$ cat config.mk
export PLATFORM = sky130hd
export DESIGN_NAME = fdr_fault_fault_indicator_pin_reporter
export DESIGN_NICKNAME = d
export VERILOG_FILES = /design/src/design/fdr_pkg.sv /design/src/design/fdr_fault_fault_indicator_pin_reporter.sv
export VERILOG_INCLUDE_DIRS = /design/src /design/src/design
export SDC_FILE = /design/constraint.sdc
export NUM_CORES = 1
export LEC_CHECK = 0
export BUFFER_PORTS_ARGS = -buffer_cell sky130_fd_sc_hd__buf_2
export CAP_MARGIN = 0
export CELL_PAD_IN_SITES_DETAIL_PLACEMENT = 1
export CELL_PAD_IN_SITES_GLOBAL_PLACEMENT = 1
export CORE_UTILIZATION = 44
export DETAILED_ROUTE_END_ITERATION = 10
export PLACE_DENSITY_LB_ADDON = 0.12
export SLEW_MARGIN = 40
export SYNTH_ARGS = -nofsm -noshare
export SYNTH_HDL_FRONTEND = slang
export SYNTH_SLANG_ARGS = --single-unit
$ cat constraint.sdc
create_clock -name clk -period 2.8 [get_ports clk]
set_input_delay 0.42 -clock clk [delete_from_list [all_inputs] [get_ports clk]]
set_output_delay 0.42 -clock clk [all_outputs]
set_load 0.005 [all_outputs]
$ cat src/design/fdr_cfg.svh
// timing counts, field positions and register map of the fault diagnostic reporter
`ifndef FDR_CFG_SVH
`define FDR_CFG_SVH
`define FDR_CLK_HZ 100000000
`define FDR_CYC_PER_MS (`FDR_CLK_HZ / 1000)
`define FDR_LOW_UV_MS 2500
`define FDR_LOW_OT_MS 2000
`define FDR_LOW_ML_MS 1500
`define FDR_LOW_SD_MS 1000
`define FDR_HIGH_MS 1000
`define FDR_ADDR_STATUS 4'h0
`define FDR_ADDR_FAULT_INDICATOR_PIN 4'h1
`define FDR_ADDR_MASK 4'h2
`define FDR_ADDR_CONFIG 4'h3
`define FDR_ADDR_IRQ_STAT 4'h4
`define FDR_ADDR_IRQ_CLR 4'h5
`define FDR_ADDR_IRQ_EN 4'h6
`define FDR_ADDR_SPEED_MAX 4'h7
`define FDR_FF_BIT 15
`define FDR_MASK_RST 16'h0000
`define FDR_CFG_RST 16'h0000
`define FDR_SPEED_MAX_RST 16'hffff
`endif

$ cat src/design/fdr_pkg.sv
// types of the fault diagnostic reporter
package fdr_pkg;
   typedef enum logic [1:0] {
      FDR_DGS_LEVEL,
      FDR_DGS_TACH,
      FDR_DGS_PULSE,
      FDR_DGS_PULSE_TACH
   } fdr_dgs_e;
   typedef enum logic [2:0] {
      FDR_GRP_NONE,
      FDR_GRP_MOTOR_LOCK,
      FDR_GRP_SHORT,
      FDR_GRP_TEMP,
      FDR_GRP_UNDERV,
      FDR_GRP_SYSTEM
   } fdr_grp_e;
   typedef enum logic [1:0] {
      FDR_PS_IDLE,
      FDR_PS_LOW,
      FDR_PS_HIGH
   } fdr_ps_e;
   // raw fault conditions, high while detected
   typedef struct packed {
      logic system_err;
      logic serial_err;
      logic main_por;
      logic main_uv;
      logic logic_uv;
      logic gate_uv;
      logic boot_uv;
      logic temp_warn;
      logic over_temp;
      logic loss_sync;
      logic [5:0] vds_ov;
      logic [5:0] boot_uv_ph;
   } fdr_fault_s;
   // register port request
   typedef struct packed {
      logic wr;
      logic rd;
      logic [3:0] addr;
      logic [15:0] wdata;
   } fdr_bus_s;
endpackage

$ cat src/design/fdr_fault_fault_indicator_pin_reporter.sv
// diagnostic latches, serial fault flag, and open-drain indicator pin
//
// The strobed register port and the register offsets were left to the implementer.
`timescale 1ns/1ps
`include "fdr_cfg.svh"

module fdr_fault_fault_indicator_pin_reporter
   import fdr_pkg::*;
(
   // clock and reset
   input wire logic clk,
   input wire logic sys_rst,
   // fault sources and speed
   input wire fdr_fault_s fault_in,
   input wire logic speed_tach_signal,
   input wire logic [15:0] motor_speed,
   // serial strobe from host pin
   input wire logic serial_strobe_n,
   // register port
   input wire fdr_bus_s bus,
   output logic [15:0] rdata,
   // serial output, indicator pin, demand hold and interrupt
   output logic sdo_data,
   output logic fault_indicator_pin_o,
   output logic fault_indicator_pin_oe_n,
   output logic demand_hold,
   output logic irq
);
   localparam int unsigned LOW_UV = `FDR_LOW_UV_MS * `FDR_CYC_PER_MS;
   localparam int unsigned LOW_OT = `FDR_LOW_OT_MS * `FDR_CYC_PER_MS;
   localparam int unsigned LOW_ML = `FDR_LOW_ML_MS * `FDR_CYC_PER_MS;
   localparam int unsigned LOW_SD = `FDR_LOW_SD_MS * `FDR_CYC_PER_MS;
   localparam int unsigned HIGH_T = `FDR_HIGH_MS * `FDR_CYC_PER_MS;

   // status layout: [15] any, [9] system, [8] serial, [7] por, [6] main uv,
   // [5] logic uv, [4] gate uv, [3] boot uv, [2] temp warn, [1] over temp, [0] loss sync
   function automatic logic [15:0] status_of(input fdr_fault_s f);
      status_of = {6'h00, f.system_err, f.serial_err, f.main_por, f.main_uv,
                   f.logic_uv, f.gate_uv, f.boot_uv, f.temp_warn, f.over_temp,
                   f.loss_sync};
   endfunction

   function automatic fdr_grp_e group_of(input logic [15:0] st, input logic [15:0] dg);
      if (st[9])
         group_of = FDR_GRP_SYSTEM;
      else if (|st[6:3])
         group_of = FDR_GRP_UNDERV;
      else if (st[1])
         group_of = FDR_GRP_TEMP;
      else if (|dg[11:6])
         group_of = FDR_GRP_SHORT;
      else if (st[0])
         group_of = FDR_GRP_MOTOR_LOCK;
      else
         group_of = FDR_GRP_NONE;
   endfunction

   function automatic logic [31:0] low_time(input fdr_grp_e g);
      case (g)
         FDR_GRP_UNDERV: low_time = LOW_UV;
         FDR_GRP_TEMP: low_time = LOW_OT;
         FDR_GRP_SHORT: low_time = LOW_SD;
         default: low_time = LOW_ML;
      endcase
   endfunction

   // strobe synchroniser, first stage read only by second
   logic strb_s1_ff, strb_s2_ff;
   always_ff @(posedge clk) begin
      strb_s1_ff <= sys_rst ? 1'b1 : serial_strobe_n;
      strb_s2_ff <= sys_rst ? 1'b1 : strb_s1_ff;
   end

   // registers
   logic [15:0] status_ff, nxt_status;
   logic [15:0] fault_indicator_pin_ff, nxt_fault_indicator_pin;
   logic [15:0] mask_ff, nxt_mask;
   logic [15:0] cfg_ff, nxt_cfg;
   logic [15:0] spmax_ff, nxt_spmax;
   logic [2:0] ie_ff, nxt_ie;
   logic [2:0] is_ff, nxt_is;
   logic [15:0] rdata_ff, nxt_rdata;
   logic any_fault_flag;
   logic grp_chg;
   logic [15:0] st_raw, dg_raw;
   logic read_clear_inhibit;
   fdr_dgs_e indicator_select;
   logic [7:0] clkdiv_sel;
   logic clkout_en;

   // config: [1:0] indicator select, [2] read-clear inhibit, [3] clock out, [15:8] divider
   assign indicator_select = fdr_dgs_e'(cfg_ff[1:0]);
   assign read_clear_inhibit = cfg_ff[2];
   assign clkout_en = cfg_ff[3];
   assign clkdiv_sel = cfg_ff[15:8];

   // raw events after masking; system, por, gate uv are critical, never masked
   always_comb begin
      st_raw = status_of(fault_in) & ~(mask_ff & 16'h016f);
      dg_raw = {3'h0, motor_speed > spmax_ff, fault_in.vds_ov, fault_in.boot_uv_ph}
               & ~{3'h0, mask_ff[15], 12'h000};
   end

   assign any_fault_flag = |status_ff[9:0] | |fault_indicator_pin_ff[12:0];

   // register file and latches
   always_comb begin
      nxt_mask = mask_ff;
      nxt_cfg = cfg_ff;
      nxt_spmax = spmax_ff;
      nxt_ie = ie_ff;
      nxt_is = is_ff;
      nxt_status = status_ff;
      nxt_fault_indicator_pin = fault_indicator_pin_ff;
      nxt_rdata = 16'h0000;
      if (bus.wr) begin
         if (bus.addr == `FDR_ADDR_MASK)
            nxt_mask = bus.wdata;
         else if (bus.addr == `FDR_ADDR_CONFIG)
            nxt_cfg = bus.wdata;
         else if (bus.addr == `FDR_ADDR_IRQ_CLR)
            nxt_is = is_ff & ~bus.wdata[2:0];
         else if (bus.addr == `FDR_ADDR_IRQ_EN)
            nxt_ie = bus.wdata[2:0];
         else if (bus.addr == `FDR_ADDR_SPEED_MAX)
            nxt_spmax = bus.wdata;
      end
      if (bus.rd) begin
         if (bus.addr == `FDR_ADDR_STATUS) begin
            nxt_rdata = {any_fault_flag, status_ff[14:0]};
            if (!read_clear_inhibit)
               nxt_status = 16'h0000;
         end else if (bus.addr == `FDR_ADDR_FAULT_INDICATOR_PIN) begin
            nxt_rdata = {any_fault_flag, fault_indicator_pin_ff[14:0]};
            if (!read_clear_inhibit)
               nxt_fault_indicator_pin = 16'h0000;
         end else if (bus.addr == `FDR_ADDR_MASK)
            nxt_rdata = mask_ff;
         else if (bus.addr == `FDR_ADDR_CONFIG)
            nxt_rdata = cfg_ff;
         else if (bus.addr == `FDR_ADDR_IRQ_STAT)
            nxt_rdata = {13'h0000, is_ff};
         else if (bus.addr == `FDR_ADDR_IRQ_EN)
            nxt_rdata = {13'h0000, ie_ff};
         else if (bus.addr == `FDR_ADDR_SPEED_MAX)
            nxt_rdata = spmax_ff;
      end
      nxt_status = nxt_status | st_raw;
      nxt_fault_indicator_pin = nxt_fault_indicator_pin | dg_raw;
      // events: new status fault, new fault_indicator_pin fault, indicator group change
      nxt_is = nxt_is | {grp_chg, |(dg_raw & ~fault_indicator_pin_ff), |(st_raw & ~status_ff)};
   end

   always_ff @(posedge clk) begin
      if (sys_rst) begin
         status_ff <= 16'h0000;
         fault_indicator_pin_ff <= 16'h0000;
         mask_ff <= `FDR_MASK_RST;
         cfg_ff <= `FDR_CFG_RST;
         spmax_ff <= `FDR_SPEED_MAX_RST;
         ie_ff <= 3'h0;
         is_ff <= 3'h0;
         rdata_ff <= 16'h0000;
      end else begin
         status_ff <= nxt_status;
         fault_indicator_pin_ff <= nxt_fault_indicator_pin;
         mask_ff <= nxt_mask;
         cfg_ff <= nxt_cfg;
         spmax_ff <= nxt_spmax;
         ie_ff <= nxt_ie;
         is_ff <= nxt_is;
         rdata_ff <= nxt_rdata;
      end
   end

   assign rdata = rdata_ff;
   assign irq = |(is_ff & ie_ff);

   // clock divider for calibration output, toggles every divider+1 cycles
   logic [7:0] div_cnt_ff, nxt_div_cnt;
   logic div_clk_ff, nxt_div_clk;
   always_comb begin
      nxt_div_cnt = div_cnt_ff + 8'h01;
      nxt_div_clk = div_clk_ff;
      if (div_cnt_ff >= clkdiv_sel) begin
         nxt_div_cnt = 8'h00;
         nxt_div_clk = ~div_clk_ff;
      end
   end

   // serial output
   logic sdo_ff, nxt_sdo;
   always_comb begin
      nxt_sdo = 1'b0;
      if (clkout_en)
         nxt_sdo = nxt_div_clk;
      else if (!strb_s2_ff)
         nxt_sdo = any_fault_flag;
   end

   always_ff @(posedge clk) begin
      if (sys_rst) begin
         div_cnt_ff <= 8'h00;
         div_clk_ff <= 1'b0;
         sdo_ff <= 1'b0;
      end else begin
         div_cnt_ff <= nxt_div_cnt;
         div_clk_ff <= nxt_div_clk;
         sdo_ff <= nxt_sdo;
      end
   end
   assign sdo_data = sdo_ff;

   // pulse pattern generator; long counts mean the group is sampled once per cycle
   fdr_ps_e ps_ff, nxt_ps;
   fdr_grp_e grp_ff, nxt_grp;
   logic [31:0] pcnt_ff, nxt_pcnt;
   fdr_grp_e cur_grp;
   logic tach_s1_ff, tach_s2_ff;

   always_ff @(posedge clk) begin
      tach_s1_ff <= sys_rst ? 1'b1 : speed_tach_signal;
      tach_s2_ff <= sys_rst ? 1'b1 : tach_s1_ff;
   end

   assign cur_grp = group_of(status_ff, fault_indicator_pin_ff);
   assign grp_chg = (cur_grp != grp_ff) && (ps_ff == FDR_PS_IDLE || cur_grp == FDR_GRP_NONE);

   always_comb begin
      nxt_ps = ps_ff;
      nxt_grp = grp_ff;
      nxt_pcnt = pcnt_ff;
      case (ps_ff)
         FDR_PS_IDLE: begin
            nxt_grp = cur_grp;
            if (cur_grp != FDR_GRP_NONE && cur_grp != FDR_GRP_SYSTEM) begin
               nxt_ps = FDR_PS_LOW;
               nxt_pcnt = low_time(cur_grp) - 32'd1;
            end
         end
         FDR_PS_LOW: begin
            if (cur_grp == FDR_GRP_SYSTEM || cur_grp == FDR_GRP_NONE) begin
               nxt_ps = FDR_PS_IDLE;
            end else if (pcnt_ff == 32'd0) begin
               nxt_ps = FDR_PS_HIGH;
               nxt_pcnt = HIGH_T - 32'd1;
            end else
               nxt_pcnt = pcnt_ff - 32'd1;
         end
         default: begin
            if (cur_grp == FDR_GRP_SYSTEM || cur_grp == FDR_GRP_NONE)
               nxt_ps = FDR_PS_IDLE;
            else if (pcnt_ff == 32'd0) begin
               nxt_ps = FDR_PS_LOW;
               nxt_grp = cur_grp;
               nxt_pcnt = low_time(cur_grp) - 32'd1;
            end else
               nxt_pcnt = pcnt_ff - 32'd1;
         end
      endcase
   end

   always_ff @(posedge clk) begin
      if (sys_rst) begin
         ps_ff <= FDR_PS_IDLE;
         grp_ff <= FDR_GRP_NONE;
         pcnt_ff <= 32'd0;
      end else begin
         ps_ff <= nxt_ps;
         grp_ff <= nxt_grp;
         pcnt_ff <= nxt_pcnt;
      end
   end

   // indicator pin level: 1 released, 0 pulled low
   logic pin_ff, nxt_pin;
   logic pulse_lvl;
   always_comb begin
      pulse_lvl = !(cur_grp == FDR_GRP_SYSTEM || ps_ff == FDR_PS_LOW);
      case (indicator_select)
         FDR_DGS_LEVEL: nxt_pin = (cur_grp == FDR_GRP_NONE);
         FDR_DGS_TACH: nxt_pin = tach_s2_ff;
         FDR_DGS_PULSE: nxt_pin = (cur_grp == FDR_GRP_NONE) ? 1'b1 : pulse_lvl;
         default: nxt_pin = (cur_grp == FDR_GRP_NONE) ? tach_s2_ff : pulse_lvl;
      endcase
   end

   always_ff @(posedge clk) begin
      if (sys_rst)
         pin_ff <= 1'b1;
      else
         pin_ff <= nxt_pin;
   end

   // open drain: output always low, enable low while pulling
   assign fault_indicator_pin_o = 1'b0;
   assign fault_indicator_pin_oe_n = pin_ff;
   assign demand_hold = (indicator_select == FDR_DGS_PULSE) && !pin_ff;

endmodule // fdr_fault_fault_indicator_pin_reporter

==> out/metrics.csv <==
metric;value;unit
outcome;finished clean;
crit_start;pcnt_ff[0];
tns;0;ns
antenna_cells;0;
syn2layout_area_growth;18.2;%
hold_path.class;input port to flip-flop;
p_switching;0.00144;W
clkTransAtPathRegs;0.06;ns
floorplan.initialDensity;45.3;%
nets;1071;
grt_first_pass_wirelength;38000;um
first_pass_iters;5;
clock_path_buffers;2;
r2r-start;pcnt_ff[0];
p_clk_share;43.3;%
finalHoldViolCount;0;
hpwl;17900;um
multi_input_comb_area;3950;um2
endpoint_kind;flip-flop;
power_density;609;nW/um2
cts_setup_buffers;0;
place_congestion;0.897;
r2r-end;pcnt_ff[18];
vias;7009;
fmax;0.396;GHz
placed_cells;1176;
cp_max_fo;5;
drtAntennaViolNets;0;
internal_power;0.00377;W
yosysWarnings;0;
core_area;15900;um2
grt_max_degree;58;
clk_latency;0.42;ns
yosysTopAreaCell;dfxtp_1;
cts-hold-fix-buffers;0;
synth_flop_cell;dfxtp_1;
grtUsageTotal;29.5;%
max-slew-margin-rel;49.8;%
drc;0;
endpoint;pcnt_ff[18];
ys_types;79;
pwr-share-seq;43.6;%
antenna_found_initial;0;
synth-edff-count;0;
cts-htree-levels;4;
most-common-layout-cells;dfxtp_1 (145), nand2_1 (139), a21oi_1 (103);
synth_area_leaders;dfxtp_1 (40%), nand2_1 (7.2%), a21oi_1 (7.1%);
async_flop_share;0;%
syn_inst;892;
drive_above_1_share;17.7;%
wl;24000;um
fin_skew;0.00673;ns
leakage;3.55;nW
cts.sinks;145;
grt_pass1_vias;7106;
synth.net_count;984;
worstPathRequired;3.15;ns
synth_area;7230;um2
num_rows;46;
fin_crit_sh;90.3;%
grt_overflow;0;
ff_latch_area;2900;um2
pin_count;85;
n_fill_cell;2003;
max_slew.worst_pin.slew;0.753;ns
p_sw_share;27.6;%
period_minus_slack;2.53;ns
wire_per_inst;19.9;um
seq_area_frac_synth;40.2;%
start_kind;flip-flop;
cts.repair.resized;0;
peakVddDrop;449;uV
mostFrequentLayoutCell;dfxtp_1;
ys_ff_latch;145;
io_buffer_count;83;
stdcell_count;1208;
critPathArrivalTime;2.87;ns
cts-root-buf;clkbuf_16;
final_max_slew_viol_count;0;
final-setup-viol-count;0;
utilization;53.6;%
hold_path_depth;2;
r2r_setup_slack;0.27;ns
drt-initial-drc-count;480;
viasPerCell;5.80;
total_power;0.00521;W
crit_type;flip-flop to flip-flop;
die_area;16900;um2
netlist.area_leader.share;40.2;%
r2r_cells;8;
die_w;130;um
p_comb_share;13.1;%
syn_avg_cell_area;8.10;um2
numCtsBuffers;17;
maxCapViolations;0;
rsz0062_at_grt;false;
die_y;130;um
cts_tree;done;
## how the worst min path moves through the flow
| stage | startpoint | end | slack [ns] |
|---|---|---|---|
| detailed placement | strb_s1_ff | strb_s2_ff | 0.40 |
| floorplan | strb_s1_ff | strb_s2_ff | 0.39 |
| global route | speed_tach_signal | tach_s1_ff | 0.17 |
| finish | serial_strobe_n | strb_s1_ff | 0.18 |
| CTS | serial_strobe_n | strb_s1_ff | 0.16 |
| global placement | tach_s1_ff | tach_s2_ff | 0.39 |
## cell families (layout without fill, tap and decap cells)
logic type / Yosys count / count (layout) / synth area share (%)
other cells: 1 / 1 / 0.0519
fa+ha+maj: 28 / 28 / 4.85
buf+inv: 99 / 199 / 5.42
mux: 11 / 11 / 1.61
compound gates: 223 / 223 / 19.7
flops: 145 / 145 / 40.2
xor+xnor: 26 / 26 / 3.15
simple gates: 359 / 359 / 25.1
## flip-flops by register name (all words and copies together) (netlist names), 2 cells and up
register                flops
pcnt_ff                    32
cfg_ff                     16
mask_ff                    16
rdata                      16
spmax_ff                   16
fault_indicator_pin_ff     13
status_ff                  10
div_cnt_ff                  8
grp_ff                      3
ie_ff                       3
is_ff                       3
ps_ff                       2
## metrics by stage
step	cell area [um2]	hold WS, ns	setup slack (ns)
final	8550	0.176	0.273
after global routing	8550	0.169	0.0906
after floorplan	7230	0.389	0.638
after global placement	7970	0.393	0.364
after CTS	8550	0.161	0.298
after detailed placement	7970	0.400	0.305
## power by group through the flow
stage                     Combinational (W)  Sequential, W  Clock, W
final                              0.000682        0.00227   0.00225
after global placement             0.000649        0.00231         0
after floorplan                    0.000431        0.00228         0
after CTS                          0.000679        0.00227   0.00228
after detailed placement           0.000670        0.00231         0
after global routing               0.000747        0.00228   0.00236
## layout make-up
| cell class | instances | share of cell area (%) |
|---|---|---|
| timing repair buffer | 113 | 7.52 |
| multi-input combinational | 648 | 46.2 |
| clock buffer | 19 | 5.18 |
| inverter | 54 | 2.37 |
| clock inverter | 13 | 1.58 |
| tap | 216 | 3.16 |
| sequential | 145 | 34.0 |
## synth_stat cells (5+ instances only)
library cell / instances
or2_2: 6
nor3_1: 29
nand4_1: 9
nand2b_1: 16
a211oi_1: 6
nand3b_1: 18
a222oi_1: 11
xor2_1: 20
o21ai_0: 26
xnor2_1: 6
a22oi_1: 15
or4_1: 5
a21oi_1: 103
nand3_1: 23
ha_1: 28
and3_1: 5
mux2_2: 5
or3_1: 7
clkbuf_1: 36
nor2b_1: 8
nor4_1: 12
dfxtp_1: 145
nor2_1: 59
nand2_1: 139
o22ai_1: 16
inv_1: 52
mux2i_1: 6
## routing by layer
metal	part of all wire (%)	GRT usage, %
met5	0	0
met4	2.8	12.8
met3	4.0	3.94
met2	50	51.7
met1	44	36.0
## critical path, cell delays in order (launching register included)
cell      delay [ns]
dfxtp_1         0.34
inv_1           0.07
ha_1            0.20
or3b_2          0.52
nor4_2          0.31
nor4b_4         0.39
a21oi_1         0.13
a211o_1         0.29
a211oi_2        0.20
Note: power is estimated with default switching activity, not from simulation.
